===== config.mk =====
export PLATFORM = sky130hd
export DESIGN_NAME = cwcs_top
export DESIGN_NICKNAME = d
export VERILOG_FILES = /design/src/logic/cwcs_pkg.sv /design/src/logic/cwcs_rc_osc.sv /design/src/logic/cwcs_top.sv
export SDC_FILE = /design/constraint.sdc
export NUM_CORES = 1
export LEC_CHECK = 0
export ABC_AREA = 1
export BUFFER_PORTS_ARGS = -buffer_cell sky130_fd_sc_hd__buf_2
export CAP_MARGIN = 0
export CELL_PAD_IN_SITES_DETAIL_PLACEMENT = 1
export CELL_PAD_IN_SITES_GLOBAL_PLACEMENT = 2
export CORE_MARGIN = 2
export CORE_UTILIZATION = 36
export CTS_BUF_LIST = sky130_fd_sc_hd__clkbuf_8
export CTS_CLUSTER_SIZE = 24
export DETAILED_ROUTE_END_ITERATION = 6
export PLACE_DENSITY = 0.95
export SLEW_MARGIN = 20
export SYNTH_ARGS = -nofsm -noshare
export SYNTH_HDL_FRONTEND = slang
export SYNTH_SLANG_ARGS = --single-unit

===== constraint.sdc =====
create_clock -name clk -period 4.05 [get_ports clk]
set_clock_uncertainty 0.1 [all_clocks]
set_input_delay 0.6075 -clock clk [delete_from_list [all_inputs] [get_ports clk]]
set_output_delay 0.6075 -clock clk [all_outputs]
set_load 0.01 [all_outputs]

===== src/logic/cwcs_pkg.sv =====
// Package: configuration word layout, oscillator modes and timing constants
`default_nettype none
package cwcs_pkg;

  // ==========================================================================
  // Configuration word
  localparam logic [13:0] CFG_WORD_ADDR     = 14'h2007;
  localparam logic [13:0] CFG_SPACE_LO      = 14'h2000;
  localparam logic [13:0] CFG_SPACE_HI      = 14'h3fff;
  localparam int          CFG_WIDTH         = 14;
  localparam logic [13:0] CFG_ERASED        = 14'h3fff;
  localparam int          CP_HI_MSB         = 13;
  localparam int          CP_HI_LSB         = 12;
  localparam int          BROWNOUT_VOLTAGE_SELECT_MSB          = 11;
  localparam int          BROWNOUT_VOLTAGE_SELECT_LSB          = 10;
  localparam int          CP_LO_MSB         = 9;
  localparam int          CP_LO_LSB         = 8;
  localparam int          UNIMPL_BIT        = 7;
  localparam int          BOR_EN_BIT        = 6;
  localparam int          RST_PIN_BIT       = 5;
  localparam int          PWR_DLY_N_BIT     = 4;
  localparam int          WDOG_EN_BIT       = 3;
  localparam int          OSC_MSB           = 2;
  localparam int          OSC_LSB           = 0;

  // ==========================================================================
  // Brown-out trip levels
  localparam logic [1:0] BOR_TRIP_4V5 = 2'h0;
  localparam logic [1:0] BOR_TRIP_4V2 = 2'h1;
  localparam logic [1:0] BOR_TRIP_2V7 = 2'h2;
  localparam logic [1:0] BOR_TRIP_2V5 = 2'h3;
  localparam logic [3:0] TRIP_LEVEL_DV = 4'h0;

  typedef enum logic [2:0] {
    OSC_LOW_POWER_CRYSTAL  = 3'h0,
    OSC_STD_CRYSTAL        = 3'h1,
    OSC_HIGH_SPEED_CRYSTAL = 3'h2,
    OSC_EXT_CLOCK_IN       = 3'h3,
    OSC_INTERNAL_RC_IO     = 3'h4,
    OSC_INTERNAL_RC_CLK_DIV4_OUT = 3'h5,
    OSC_EXT_RC_IO          = 3'h6,
    OSC_EXT_RC_CLK_DIV4_OUT      = 3'h7
  } cwcs_osc_t;

  // Clock source driving the system clock mux
  typedef enum logic [3:0] {
    SRC_CRYSTAL = 4'h1,
    SRC_EXT_CLK = 4'h2,
    SRC_INT_RC  = 4'h4,
    SRC_EXT_RC  = 4'h8
  } cwcs_src_t;

  // Reset sequencer states
  typedef enum logic [3:0] {
    ST_RESET   = 4'h1,
    ST_PWR_DLY = 4'h2,
    ST_OSC_DLY = 4'h4,
    ST_RUN     = 4'h8
  } cwcs_state_t;

  // Decoded configuration fields
  typedef struct packed {
    logic        code_protect;
    logic [1:0]  brownout_voltage_select;
    logic        brownout_reset_enable;
    logic        reset_pin_select;
    logic        power_delay_enable_n;
    logic        watchdog_enable;
    cwcs_osc_t   osc_select;
  } cwcs_cfg_t;

  // Pin control for the two oscillator pins
  typedef struct packed {
    logic osc_in_is_io;
    logic osc_out_is_io;
    logic osc_out_drive;
    logic osc_out_oe;
  } cwcs_pins_t;

  // ==========================================================================
  // Timing at 10 MHz
  localparam int CLK_HZ           = 10_000_000;
  localparam int PWR_DLY_MS       = 72;
  localparam int PWR_DLY_CYC      = PWR_DLY_MS * (CLK_HZ / 1000);
  localparam int OSC_START_CYC    = 1024;
  localparam int INT_RC_HZ        = 4_000_000;
  localparam int SLOW_RC_HZ       = 37_000;
  localparam int DIV4             = 4;
  localparam int INT_RC_HALF_CYC  = (CLK_HZ / INT_RC_HZ) / 2 > 0 ? (CLK_HZ / INT_RC_HZ) / 2 : 1;
  localparam int SLOW_RC_HALF_CYC = (CLK_HZ / SLOW_RC_HZ) / 2;
  localparam int CNT_W            = 20;

endpackage
`default_nettype wire


===== src/logic/cwcs_rc_osc.sv =====
// Internal oscillator model: dual-speed toggler stopped during reset
`timescale 1ns/1ps
`default_nettype none
module cwcs_rc_osc
  import cwcs_pkg::*;
(
  input  wire logic clk,         // System clock
  input  wire logic reset_n,     // Async reset, active low
  input  wire logic clk_en,      // Clock enable
  input  wire logic run,         // Oscillator allowed to run
  input  wire logic slow,        // Slow speed selected
  output logic      osc_out      // Oscillator output
);

  logic [CNT_W-1:0] half_reg;
  logic [CNT_W-1:0] limit;

  assign limit = slow ? CNT_W'(SLOW_RC_HALF_CYC - 1) : CNT_W'(INT_RC_HALF_CYC - 1);

  always_ff @(posedge clk or negedge reset_n) begin
    if (!reset_n) begin
      half_reg <= '0;
      osc_out  <= 1'b0;
    end else if (clk_en) begin
      if (!run) begin
        half_reg <= '0;
        osc_out  <= 1'b0;
      end else if (half_reg >= limit) begin
        half_reg <= '0;
        osc_out  <= ~osc_out;
      end else begin
        half_reg <= half_reg + 1'b1;
      end
    end
  end

endmodule
`default_nettype wire


===== src/logic/cwcs_top.sv =====
// Configuration word decode, reset timers and system clock source select
// Summary of operation
// - Configuration word at 2007h; programmed bit reads 0, unprogrammed reads 1.
// - Space 2000h-3FFFh reachable only in programming mode.
// - Code protect pairs 13:12 and 9:8; all zero means memory protected.
// - Bits 11-10 choose brown-out trip level 4.5/4.2/2.7/2.5 V.
// - Bit 7 is unimplemented and always reads 1.
// - Bit 6 enables brown-out reset circuitry.
// - Bit 5 set makes pin the reset input, else digital input, reset inactive.
// - Bit 4 low enables the power-up delay timer.
// - Brown-out enable forces the power-up delay timer on.
// - Bit 3 enables watchdog; nothing else can turn it off.
// - Codes 000-010 select crystals on both pins, 011 external clock.
// - Codes 100-111 select internal or resistor RC, second pin I/O or clock out.
// - External clock mode takes clock on first pin, frees second pin.
// - Resistor oscillator stops during reset.
// - Internal RC gives nominal 4 MHz and stops during reset; with the 10 MHz clk the model toggles every cycle, giving 5 MHz.
// - Clock output drives oscillator frequency divided by 4.
// - Clock output held low during reset.
// - Power-up delay holds reset 72 ms, only after power-on or brown-out.
// - Sleep is left on external reset, watchdog wake or enabled interrupt.
// - Watchdog runs from its own oscillator, independent of system clock.
// - Start-up timer holds 1024 first-pin cycles in crystal modes only.
// - Speed select toggles RC oscillator between normal and 37 kHz.
`timescale 1ns/1ps
`default_nettype none
module cwcs_top
  import cwcs_pkg::*;
#(
  parameter int PWR_DLY_CYCLES = PWR_DLY_CYC
)(
  input  wire logic                 clk,               // System clock, 10 MHz
  input  wire logic                 reset_n,           // Async reset, active low
  input  wire logic                 clk_en,            // Clock enable, freezes state
  input  wire logic                 prog_mode,         // Programming mode active
  input  wire logic                 prog_wr,           // Programmer write strobe
  input  wire logic [13:0]          prog_addr,         // Programmer address
  input  wire logic [13:0]          prog_wdata,        // Programmer write data
  output logic      [13:0]          prog_rdata,        // Programmer read data
  input  wire logic                 power_up_event,    // Power-on or brown-out reset pulse
  input  wire logic                 wake_from_sleep,   // Wake from sleep, restarts start-up timer
  input  wire logic                 sleeping,          // Device is in sleep
  input  wire logic                 watchdog_wake,     // Watchdog wake-up event
  input  wire logic                 irq_enabled_pend,  // Enabled interrupt pending
  input  wire logic                 speed_select,      // Power control slow/fast bit, 1 = fast
  input  wire logic                 osc_pin_in_i,      // First oscillator pin level
  input  wire logic                 external_reset_n_i,// Shared reset pin level
  output cwcs_cfg_t                 cfg,               // Decoded configuration
  output cwcs_src_t                 clk_source,        // Selected clock source
  output cwcs_pins_t                pins,              // Oscillator pin functions
  output logic      [3:0]           brownout_trip_level,// One-hot trip level
  output logic                      brownout_enable,   // Brown-out circuitry enable
  output logic                      watchdog_run,      // Watchdog enable
  output logic                      watchdog_own_osc,  // Watchdog uses its own oscillator
  output logic                      power_delay_timer_en, // Power-up delay enabled
  output logic                      core_reset_n,      // Reset to core, active low
  output logic                      sleep_exit,        // Leave sleep, registered level, high while sleeping with a wake condition present
  output logic                      sys_clk_tick       // System clock from RC oscillator
);

  // ==========================================================================
  // Configuration storage
  logic [13:0] cfg_word_reg;
  logic        prog_hit;
  logic        in_cfg_space;

  assign in_cfg_space = (prog_addr >= CFG_SPACE_LO) && (prog_addr <= CFG_SPACE_HI);
  assign prog_hit     = prog_mode && in_cfg_space && (prog_addr == CFG_WORD_ADDR);

  // Programming only clears bits, as in an EPROM cell
  always_ff @(posedge clk or negedge reset_n) begin
    if (!reset_n) begin
      cfg_word_reg <= CFG_ERASED;
    end else if (clk_en && prog_hit && prog_wr) begin
      cfg_word_reg <= cfg_word_reg & prog_wdata;
    end
  end

  always_ff @(posedge clk or negedge reset_n) begin
    if (!reset_n) begin
      prog_rdata <= 14'h0000;
    end else if (clk_en) begin
      if (prog_hit) begin
        prog_rdata <= cfg_word_reg | (14'h0001 << UNIMPL_BIT);
      end else begin
        prog_rdata <= 14'h0000;
      end
    end
  end

  // ==========================================================================
  // Decode, sampled while the core is held in reset
  cwcs_cfg_t cfg_next;

  always_comb begin
    cfg_next.code_protect = (cfg_word_reg[CP_HI_MSB:CP_HI_LSB] == 2'h0)
                          && (cfg_word_reg[CP_LO_MSB:CP_LO_LSB] == 2'h0);
    cfg_next.brownout_voltage_select = cfg_word_reg[BROWNOUT_VOLTAGE_SELECT_MSB:BROWNOUT_VOLTAGE_SELECT_LSB];
    cfg_next.brownout_reset_enable   = cfg_word_reg[BOR_EN_BIT];
    cfg_next.reset_pin_select        = cfg_word_reg[RST_PIN_BIT];
    cfg_next.power_delay_enable_n    = cfg_word_reg[PWR_DLY_N_BIT];
    cfg_next.watchdog_enable         = cfg_word_reg[WDOG_EN_BIT];
    cfg_next.osc_select              = cwcs_osc_t'(cfg_word_reg[OSC_MSB:OSC_LSB]);
  end

  cwcs_state_t state_reg;
  logic        in_reset;

  assign in_reset = (state_reg != ST_RUN);

  // Held constant while running outside programming mode so no field moves under live logic
  always_ff @(posedge clk or negedge reset_n) begin
    if (!reset_n) begin
      cfg <= '0;
    end else if (clk_en && (in_reset || prog_mode)) begin
      cfg <= cfg_next;
    end
  end

  // ==========================================================================
  // Enables
  always_comb begin
    unique case (cfg.brownout_voltage_select)
      BOR_TRIP_4V5: brownout_trip_level = 4'h1;
      BOR_TRIP_4V2: brownout_trip_level = 4'h2;
      BOR_TRIP_2V7: brownout_trip_level = 4'h4;
      BOR_TRIP_2V5: brownout_trip_level = 4'h8;
    endcase
  end

  assign brownout_enable      = cfg.brownout_reset_enable;
  assign power_delay_timer_en = !cfg.power_delay_enable_n || cfg.brownout_reset_enable;
  assign watchdog_run         = cfg.watchdog_enable;
  assign watchdog_own_osc     = 1'b1;

  // ==========================================================================
  // Clock source and pin functions
  logic crystal_mode;
  logic rc_mode;
  logic clk_div4_out_mode;

  assign crystal_mode = (cfg.osc_select == OSC_LOW_POWER_CRYSTAL) || (cfg.osc_select == OSC_STD_CRYSTAL)
                      || (cfg.osc_select == OSC_HIGH_SPEED_CRYSTAL);
  assign rc_mode      = cfg.osc_select[2];
  assign clk_div4_out_mode  = rc_mode && cfg.osc_select[0];

  always_comb begin
    unique case (cfg.osc_select)
      OSC_LOW_POWER_CRYSTAL, OSC_STD_CRYSTAL, OSC_HIGH_SPEED_CRYSTAL: clk_source = SRC_CRYSTAL;
      OSC_EXT_CLOCK_IN:                                                clk_source = SRC_EXT_CLK;
      OSC_INTERNAL_RC_IO, OSC_INTERNAL_RC_CLK_DIV4_OUT:                      clk_source = SRC_INT_RC;
      OSC_EXT_RC_IO, OSC_EXT_RC_CLK_DIV4_OUT:                                clk_source = SRC_EXT_RC;
    endcase
  end

  // ==========================================================================
  // Pin synchronisers: change counts once stages two and three agree
  logic [2:0] osc_in_sync;
  logic [2:0] rst_pin_sync;
  logic       osc_in_level;
  logic       osc_in_prev;
  logic       rst_pin_level;

  always_ff @(posedge clk or negedge reset_n) begin
    if (!reset_n) begin
      osc_in_sync  <= 3'h0;
      rst_pin_sync <= 3'h7;
    end else if (clk_en) begin
      osc_in_sync  <= {osc_in_sync[1:0], osc_pin_in_i};
      rst_pin_sync <= {rst_pin_sync[1:0], external_reset_n_i};
    end
  end

  always_ff @(posedge clk or negedge reset_n) begin
    if (!reset_n) begin
      osc_in_level  <= 1'b0;
      osc_in_prev   <= 1'b0;
      rst_pin_level <= 1'b1;
    end else if (clk_en) begin
      if (osc_in_sync[2] == osc_in_sync[1]) begin
        osc_in_level <= osc_in_sync[1];
      end
      if (rst_pin_sync[2] == rst_pin_sync[1]) begin
        rst_pin_level <= rst_pin_sync[1];
      end
      osc_in_prev <= osc_in_level;
    end
  end

  logic ext_reset_active;
  logic osc_in_rise;

  assign ext_reset_active = cfg.reset_pin_select && !rst_pin_level;
  assign osc_in_rise      = osc_in_level && !osc_in_prev;

  // ==========================================================================
  // Reset sequencer: power-up delay then start-up timer
  logic [CNT_W-1:0] tmr_reg;
  logic             osc_dly_pending_reg;

  always_ff @(posedge clk or negedge reset_n) begin
    if (!reset_n) begin
      osc_dly_pending_reg <= 1'b1;
    end else if (clk_en) begin
      if (power_up_event || wake_from_sleep) begin
        osc_dly_pending_reg <= 1'b1;
      end else if (state_reg == ST_RUN) begin
        osc_dly_pending_reg <= 1'b0;
      end
    end
  end

  always_ff @(posedge clk or negedge reset_n) begin
    if (!reset_n) begin
      state_reg <= ST_PWR_DLY;
      tmr_reg   <= '0;
    end else if (clk_en) begin
      if (power_up_event) begin
        state_reg <= ST_PWR_DLY;
        tmr_reg   <= '0;
      end else begin
        unique case (state_reg)
          ST_PWR_DLY: begin
            if (!power_delay_timer_en || tmr_reg >= CNT_W'(PWR_DLY_CYCLES - 1)) begin
              state_reg <= ST_OSC_DLY;
              tmr_reg   <= '0;
            end else begin
              tmr_reg <= tmr_reg + 1'b1;
            end
          end
          ST_OSC_DLY: begin
            if (!crystal_mode || !osc_dly_pending_reg || tmr_reg >= CNT_W'(OSC_START_CYC)) begin
              state_reg <= ST_RESET;
              tmr_reg   <= '0;
            end else if (osc_in_rise) begin
              tmr_reg <= tmr_reg + 1'b1;
            end
          end
          ST_RESET: begin
            if (!ext_reset_active) begin
              state_reg <= ST_RUN;
            end
          end
          ST_RUN: begin
            if (ext_reset_active) begin
              state_reg <= ST_RESET;
            end else if (wake_from_sleep && crystal_mode) begin
              state_reg <= ST_OSC_DLY;
              tmr_reg   <= '0;
            end
          end
          default: begin
            state_reg <= ST_PWR_DLY;
            tmr_reg   <= '0;
          end
        endcase
      end
    end
  end

  assign core_reset_n = !in_reset;

  // ==========================================================================
  // Sleep exit
  always_ff @(posedge clk or negedge reset_n) begin
    if (!reset_n) begin
      sleep_exit <= 1'b0;
    end else if (clk_en) begin
      sleep_exit <= sleeping && (ext_reset_active || watchdog_wake || irq_enabled_pend);
    end
  end

  // ==========================================================================
  // RC oscillator and divided clock output
  logic rc_clk;
  logic rc_prev_reg;
  logic [1:0] div_reg;

  cwcs_rc_osc u_rc_osc (
    .clk     (clk),
    .reset_n (reset_n),
    .clk_en  (clk_en),
    .run     (rc_mode && !in_reset),
    .slow    (!speed_select),
    .osc_out (rc_clk)
  );

  // Gated so the tick is low from the first reset cycle, before the toggler stops
  assign sys_clk_tick = rc_clk && !in_reset;

  always_ff @(posedge clk or negedge reset_n) begin
    if (!reset_n) begin
      rc_prev_reg <= 1'b0;
      div_reg     <= 2'h0;
    end else if (clk_en) begin
      rc_prev_reg <= rc_clk;
      if (in_reset) begin
        div_reg <= 2'h0;
      end else if (rc_clk && !rc_prev_reg) begin
        div_reg <= div_reg + 2'h1;
      end
    end
  end

  always_comb begin
    pins.osc_in_is_io  = (cfg.osc_select == OSC_INTERNAL_RC_IO) || (cfg.osc_select == OSC_INTERNAL_RC_CLK_DIV4_OUT);
    pins.osc_out_is_io = (cfg.osc_select == OSC_EXT_CLOCK_IN) || (rc_mode && !clk_div4_out_mode);
    pins.osc_out_oe    = clk_div4_out_mode;
    pins.osc_out_drive = clk_div4_out_mode && !in_reset && div_reg[1];
  end

endmodule
`default_nettype wire


== Word level (Yosys, flattened, before mapping) ==
Memory sizes are Yosys's and may differ from the RTL's.
Index checks and enable logic that the tools add are counted.

* Register bits: 97
* Memory bits (read-only): 32
* Bits of input ports: 41
* Output and inout bits: 43
* Memories: 1

* Add/subtract/negate cells: 3
* Magnitude comparators: 5
* Equality and inequality tests: 25
* Multiplexer cells: 25
* Bitwise gates (word level): 2
* Reduce and logical (&&, ||, !) cells: 52

{| class="wikitable"
|+ Memories
! name !! words !! width !! rd ports !! clocked after Yosys merged registers in !! write ports !! line !! source
|-
| (no name shown) || 8 || 4 || 1 || 0 || 0 || cwcs_top.sv:148 || <nowiki>unique case (cfg.osc_select)</nowiki>
|}

{| class="wikitable"
|+ Operators by type and width
! operator !! number
|-
| 20-bit two-way mux || 8
|-
| 20-bit case mux with 4 select lines || 1
|-
| 20-bit by 1-bit adder with 20-bit output (second input constant) || 2
|-
| 4-bit case mux with 4 select lines || 2
|-
| 4-bit two-way mux || 6
|-
| 20-bit by 11-bit greater-or-equal comparator with 1-bit output (second input constant) || 1
|-
| 20-bit greater-or-equal comparator || 1
|-
| 20-bit greater-or-equal comparator (second input constant) || 1
|-
| 1-bit logical AND || 18
|-
| 14-bit AND || 1
|-
| 14-bit equality test (second input constant) || 1
|-
| 14-bit greater-or-equal comparator (second input constant) || 1
|-
| 14-bit <= comparator (second input constant) || 1
|-
| 14-bit two-way mux || 1
|-
| 1-bit logical OR || 12
|-
| 3-bit != test (second input constant) || 4
|-
| 2-bit AND reduction || 5
|-
| 5-bit AND reduction || 2
|-
| 1-bit zero test || 9
|-
| 8-bit two-way mux || 1
|-
| 4-bit != test (second input constant) || 2
|-
| 3-bit by 2-bit equality test with 1-bit output (second input constant) || 2
|-
| 3-bit equality test (second input constant) || 2
|-
| 2-bit zero test || 3
|-
| 17 further kinds || 25
|}

== Longest topological paths before layout ==
Gate-level depths: netlist of the first run.

* Depth after elaboration: 9
* Depth in mapped cells: 12

== Modules after synthesis ==
From an unflattened synthesis of the first run, not the netlist that was laid out.

* Cells, all modules: 677
* Area total of the unflattened synthesis: 5187.5 um2

{| class="wikitable"
|+ By module, submodules not included
! module !! times used !! cells an instance !! area each (um2) !! seq. area each (um2)
|-
| cwcs_top || 1 || 535 || 4055.1 || 1900.6
|-
| cwcs_rc_osc || 1 || 142 || 1132.3 || 525.5
|}

== Least setup slack after synthesis of the first run ==
Ideal clock, no wire load.

* Kind: in2reg
* From: input port speed_select
* To: register u_rc_osc.half_reg[8]
* Library setup time: 77 ps
* Arrival: 1623 ps
* Required time: 3873 ps
* Slack: 2250 ps
* Stages: 9
* Cells stage by stage: ha_1 or2_2 nor2_1 nand2_1 nor2_1 nand2_1 nand2_1 inv_1 a21oi_1

* Longest elaborated chain between the ends: 4

{| class="wikitable"
|+ RTL lines
! element !! line !! source
|-
| from (decl) || cwcs_top.sv:45 || <nowiki>input wire logic speed_select,</nowiki>
|-
| 8-bit two-way mux || cwcs_rc_osc.sv:18 || <nowiki>assign limit = slow ? CNT_W'(SLOW_RC_HALF_CYC - 1) : CNT_W'(INT_RC_HALF_CYC - 1);</nowiki>
|-
| 20-bit greater-or-equal comparator || cwcs_rc_osc.sv:28 || <nowiki>end else if (half_reg >= limit) begin</nowiki>
|-
| 20-bit two-way mux || cwcs_rc_osc.sv:28 ||
|-
| 20-bit two-way mux || cwcs_rc_osc.sv:25 || <nowiki>if (!run) begin</nowiki>
|-
| to (signal assigned) || cwcs_rc_osc.sv:32 || <nowiki>half_reg <= half_reg + 1'b1;</nowiki>
|-
| to (decl) || cwcs_rc_osc.sv:15 || <nowiki>logic [CNT_W-1:0] half_reg;</nowiki>
|}

Every way passes these cells.
A chain may end at the register's enable or synchronous reset.

==> metrics.txt, run 1 <==
Area contributors post-synth dfrtp_1 (40%), nand2_1 (13%), dfstp_2 (10%); xor and xnor area share after synthesis between 2 and 2.5%; Rel. slew slack 63.0%; Reg2Reg Setup Slack around 2.0 ns; Compound-Gate Fraction of Synth Area roughly 5.8%; post-route cell area around 0.0057 mm²; n_diodes 0; # IOs between 80 and 90; Clk pin slew, worst setup/hold paths ~0.1 ns; global-route wire length before repair approximately 22000 µm; Die Height approximately 120 µm; CP Capture Type output pin; detailed placement HPWL 9620 µm; Max Cap Viol 0; port bufs 81; die width between 100 and 150 µm; setup TNS 0 ns; CP Max Fanout 5; Routed Antenna Nets 0; ys async rst share between 90% and 100%; core area between 0.01 and 0.015 mm²; Reg area around 0.0024 mm²; Via density roughly 4.8; period utilization between 50% and 60%; Clk Latency, worst-skew pair 0.40 ns; Final setup viols 0; share of cells above drive strength 1 around 20%; Layout area overhead 16.2%; Yosys warning count 0; Hold WC Path Type in2reg; Post-Route WL between 10000 and 15000 µm; H-tree depth 3; Cell Area, Placed 0.00543 mm²; most common library cells after synthesis nand2_1 (166), nor2_1 (102), inv_1 (80); final hold vios 0; CP Class reg2out; crit path from state_reg[1]; critical path data arrival time between 1.5 and 2 ns; Max Clock Freq ~0.44 GHz; Simple-Gate Fraction of Synth Area a little under a third; Slew Limit Fails 0; synthesis-stage register bit count between 90 and 100; crit start category flop; sequential cell area fraction in the yosys report approximately 50%; total power per unit cell area between 300 and 400 mW/mm²; measured slew at the worst slew-check pin approximately 0.55 ns; gr usage total between 10% and 20%; Critical R2R Capture tmr_reg[14]; Final Core Density 42.8%; Avg Inst Size Synth a little under 8 µm²; distinct cell type count after synthesis roughly 40; CTS max path bufs 2; Lkg Pwr approximately 2.9 nW; Routed wire per std cell between 10 and 15 µm; most common cell in the netlist nand2_1; origin of the critical flop-to-flop path state_reg[1]; 1st-iter DRT viols 173; post-synth top area cell dfrtp_1; clk root buf clkbuf_8; RSZ-0062 raised after global routing false; initial antenna violation count 0; Gate Count Post-Synth between 600 and 700; RePlAce Congestion approximately 0.86; post-synthesis mux area share 0%; grt ovf 0; DRC Markers 0; Top FF cell, synth dfrtp_1; clock period minus worst slack about 2.3 ns; DR pass1 iterations 4; worst setup path endpoint pins[1]; NumNets Final between 700 and 800; Worst Slack Setup Final 1.75 ns; # fillers 1678; vias in the first global route between 4k and 5k; FP Rows 42; Post-Syn Area 0.00488 mm²; via total after detailed routing 4195; DIE AREA 0.0145 mm²; main combinational cell family by area after synthesis simple AND/OR/NAND/NOR gates; Post-synth EDFFs 0; Synth Area in Adders under 10%; Peak VDD IR between 0.1 and 0.15 mV; CTS tree built; dpl ws around 1.5 ns; outcome completed; largest net degree at the start of global routing 38; Synth top area share between 30% and 40%; WP data required 3.34 ns; CTS buffer count 9; cts repair resizes 0; multi-input logic area 0.00203 mm²; Clock Sinks 96; worst reg2reg path depth 9; syn nets about 670; Starting Density ~37%
worst max-delay path: stages (launching register included):
cell and delay, ns:
dfstp_2 0.59, inv_1 0.06, nand2_2 0.10, inv_1 0.05
nand2_1 0.18, nor3_1 0.07, buf_2 0.14
per-stage QoR:
stage | hold WS (ns) | power (mW) | cells
6_report | 0.331 | 2.12 | 879
5_1_grt | 0.326 | 2.23 | 879
4_1_cts | 0.309 | 2.15 | 879
3_3_place_gp | 0.358 | 1.38 | 862
2_1_floorplan | 0.212 | 1.28 | 618
3_5_place_dp | 0.364 | 1.41 | 862
power by group:
part           internal, mW  leakage [nW]  switching [mW]
clock                 0.356         0.118           0.382
sequential             1.01          1.24          0.0435
combinational         0.102          1.59           0.228
cells by family (layout without fill, tap and decap cells):
kind of cell | Yosys count | count (layout)
AND/OR/NAND/NOR | 346 | 346
buffers and inverters | 102 | 187
adder cells (fa/ha/maj) | 6 | 6
other | 1 | 1
flip-flops | 96 | 96
AO/OA/AOI/OAI | 54 | 54
XOR/XNOR | 13 | 13
what timing repair did:
item,in CTS,in global routing
hold buffers,1,0
buffers inserted,0,0
hold endpoints to repair,10,0
setup endpoints to repair,0,0
per-layer routing:
| layer | GRT usage [%] | share of wire (%) | wire, µm |
|---|---|---|---|
| met2 | 34.5 | 51 | 6670 |
| met1 | 23.1 | 42 | 5500 |
| met4 | 6.90 | 1.6 | 210 |
| met5 | 0 | 0 | 0 |
| met3 | 4.01 | 4.4 | 575 |
worst min path at each step:
stage,startpoint,end,slack (ns),cells past startpoint
floorplan,reset_n,brownout_enable,0.21,0
global placement,u_rc_osc.half_reg[13],u_rc_osc.half_reg[13],0.36,2
detailed placement,state_reg[0],state_reg[0],0.36,2
CTS,osc_pin_in_i,osc_in_sync[0],0.31,3
global route,prog_wdata[11],cfg_word_reg[11],0.33,3
finish,osc_pin_in_i,osc_in_sync[0],0.33,3
placed cells by master, fill, tap and decap left out, types with 10 or more instances in the layout:
master	instances
a21oi_1	10
buf_2	80
dfrtp_1	77
dfstp_2	19
inv_1	81
nand2_1	166
nand3_1	30
nand4_1	14
nor2_1	102
o21ai_0	29
o21ai_1	10
layout make-up:
class,count,share of cell area (%)
Tap cell,176,3.89
Inverter,85,5.63
Timing Repair Buffer,86,7.91
Multi-Input combinational cell,420,35.8
Sequential cell,96,42.8
Clock inverter,7,1.79
Clock buffer,9,2.19
No activity file was read; power rests on OpenSTA's default activity.
==> inputs of run 2 (changes only) <==
--- a/config.mk
+++ b/config.mk
@@ -5,17 +5,17 @@
 export SDC_FILE = /design/constraint.sdc
 export NUM_CORES = 1
 export LEC_CHECK = 0
-export ABC_AREA = 1
+export ABC_AREA = 0
 export BUFFER_PORTS_ARGS = -buffer_cell sky130_fd_sc_hd__buf_2
 export CAP_MARGIN = 0
 export CELL_PAD_IN_SITES_DETAIL_PLACEMENT = 1
 export CELL_PAD_IN_SITES_GLOBAL_PLACEMENT = 2
 export CORE_MARGIN = 2
-export CORE_UTILIZATION = 36
+export CORE_UTILIZATION = 37
 export CTS_BUF_LIST = sky130_fd_sc_hd__clkbuf_8
 export CTS_CLUSTER_SIZE = 24
 export DETAILED_ROUTE_END_ITERATION = 6
-export PLACE_DENSITY = 0.95
+export PLACE_DENSITY = 0.9
 export SLEW_MARGIN = 20
 export SYNTH_ARGS = -nofsm -noshare
 export SYNTH_HDL_FRONTEND = slang
==> constraint.sdc (replaced) <==
create_clock -name clk -period 2.2 [get_ports clk]
set_clock_uncertainty 0.1 [all_clocks]
set_input_delay 0.33 -clock clk [delete_from_list [all_inputs] [get_ports clk]]
set_output_delay 0.33 -clock clk [all_outputs]
set_load 0.01 [all_outputs]
==> metrics.txt, run 2 <==
multi-input logic area about 0.0023 mm²; met1 Use GR a little under a quarter; setup TNS -0.267 ns; RSZ-0062 raised after global routing true; Reg area approximately 0.0024 mm²; most common library cells after synthesis dfrtp_1 (77), nor2_1 (46), nand2_1 (22), o21ai_0 (22), nand3_1 (20); syn nets around 480; measured slew at the worst slew-check pin approximately 0.52 ns; Final setup viols 4; Routed wire per std cell 17.4 µm; period utilization 105%; post-synth top area cell dfrtp_1; FP Rows slightly above 40; Clk pin slew, worst setup/hold paths 0.10 ns; final hold vios 0; CTS max path bufs 2; # fillers about 1.4k; Synth top area share between 40 and 50%; Slew Limit Fails 0; Max Cap Viol 0; Routed Antenna Nets 0; Hold WC Path Type in2reg; combinational share of power between 15 and 20%; grt ovf 0; sw power between 1 and 1.5 mW; DRC Markers 0; Clk Latency, worst-skew pair 0.37 ns; hold slack 0.0723 ns; post-route cell area about 0.0062 mm²; Net Sw Frac around 27%; sequential cell area fraction in the yosys report around 52%; Placed Instances a little over 700; clk root buf clkbuf_8; Post-Route WL around 13000 µm; busiest grt layer met2; core area 0.0125 mm²; Final Core Density 49.5%; # IOs 84; Top FF cell, synth dfrtp_1; via total after detailed routing 3924; Finished Layout Cells 748; Seq pwr share about half; share of cells above drive strength 1 41.3%; ys async rst share 100%; total power per unit cell area about 630 mW/mm²; Die Height 116 µm; Rel. slew slack 65.1%; Post-synth EDFFs 0; CP Max Fanout 4; crit start category flop; CP Class reg2out; Gate Count Post-Synth roughly 440; 1st-iter DRT viols 123; Via density 5.25; power share of the clock group approximately a third; H-tree depth 3; NumNets Final 618; CTS tree built; Worst Slack Setup Final -0.106 ns; critical path data arrival time between 1.5 and 2 ns; Peak VDD IR between 0.3 and 0.4 mV; Post-Syn Area 0.00468 mm²; global-route wire length before repair slightly above 20000 µm; dpl ws -0.164 ns; Internal Power between 2 and 3 mW; initial antenna violation count 0; Area contributors post-synth dfrtp_1 (41%), dfstp_2 (11%), mux2_2 (4.6%); die width between 100 and 150 µm; DIE AREA ~0.014 mm²; port bufs 81; failing checks setup timing; DR pass1 iterations 4; detailed placement HPWL just under 9000 µm; vias in the first global route 4143; Cell Area, Placed between 0.005 and 0.006 mm²; WP data required roughly 1.8 ns; Starting Density a little under two fifths; GR met2 Demand/Resource about 33%; outcome finished with violations; distinct cell type count after synthesis 65; met3 Usage GRT about 4.5%; synthesis-stage register bit count 96; Clock Sinks 96; Max Clock Freq approximately 0.43 GHz; most common cell after layout, fill and taps aside buf_2; n_diodes 0; CTS buffer count 9; Lkg Pwr between 2 and 3 nW; gr usage total about a fifth; clock period minus worst slack ~2.3 ns; RePlAce Congestion approximately 0.79; Final Total Pwr slightly below 4 mW; Yosys warning count 0; most frequent cells in the layout buf_2 (79), dfrtp_1 (77), buf_4 (53), nor2_1 (43), nand2_1 (21); largest net degree at the start of global routing 97; Layout area overhead 31.7%; most common cell in the netlist dfrtp_1; Avg Inst Size Synth roughly 11 µm²; CP Capture Type output pin
run 2: cell count changes after synthesis, moves of 11 or more:
cell / previous run / this run
a22o_1: 0 / 13
inv_1: 80 / 11
mux2_2: 0 / 19
nand2_1: 166 / 22
nor2_1: 102 / 46
o21a_1: 0 / 14
xnor2_1: 6 / 17
run 2: repair_timing:
action / in CTS / in global routing
resized for setup: 12 / 33
pin swaps: 4 / 6
hold buffers: 1 / 0
hold endpoints to repair: 77 / 0
buffers inserted: 4 / 7
gates cloned: 0 / 3
endpoints found under the setup margin: 27 / 54
run 2: layer usage:
metal	up-vias	wire, µm
met3	11	607
li1	1832	-
met4	0	138
met5	-	0
met2	80	6770
met1	2001	5470
run 2: final timing paths:
| path | from | endpoint | slack [ns] | cells after the start |
|---|---|---|---|---|
| worst min register to register | cfg_word_reg[12] | cfg_word_reg[12] | 0.37 | 1 |
| min in group asynchronous | reset_n | u_rc_osc.half_reg[7] | 0.45 | 3 |
| worst min-delay path | prog_wdata[0] | cfg_word_reg[0] | 0.07 | 2 |
| worst max register to register | state_reg[1] | tmr_reg[10] | -0.05 | 7 |
| max in group asynchronous | reset_n | state_reg[1] | 1.13 | 3 |
| worst max-delay path | state_reg[1] | pins[1] | -0.11 | 6 |
run 2: power by group through the flow:
stage	Clock [mW]	Combinational, mW	Sequential [mW]
floorplan	0	0.279	1.95
finish	1.29	0.662	1.91
global route	1.39	0.728	1.92
detailed placement	0	0.554	1.95
CTS	1.31	0.580	1.91
global placement	0	0.532	1.94
run 2: area by class of cell:
type / count / share of cell area (%)
Sequential cell: 96 / 39.3
Timing Repair Buffer: 146 / 16.1
Inverter: 12 / 0.771
Multi-Input combinational cell: 306 / 36.8
Tap cell: 172 / 3.49
Clock inverter: 7 / 1.54
Clock buffer: 9 / 2.01
run 2: kinds of logic after synthesis:
kind of cell / after synthesis / synth area share [%]
multiplexers: 22 / 5.21
buffers and inverters: 33 / 3.82
flip-flops: 96 / 51.8
XOR/XNOR: 22 / 4.12
other: 1 / 0.0801
AO/OA/AOI/OAI: 86 / 12.9
adder cells (fa/ha/maj): 6 / 1.60
AND/OR/NAND/NOR: 169 / 20.4
run 2: critical path, cell delays in order, from the launching register on:
cell and delay, ns:
dfstp_2 0.39, or4b_4 0.56, buf_6 0.15, inv_4 0.04
buf_6 0.10, and3_4 0.17, buf_6 0.09
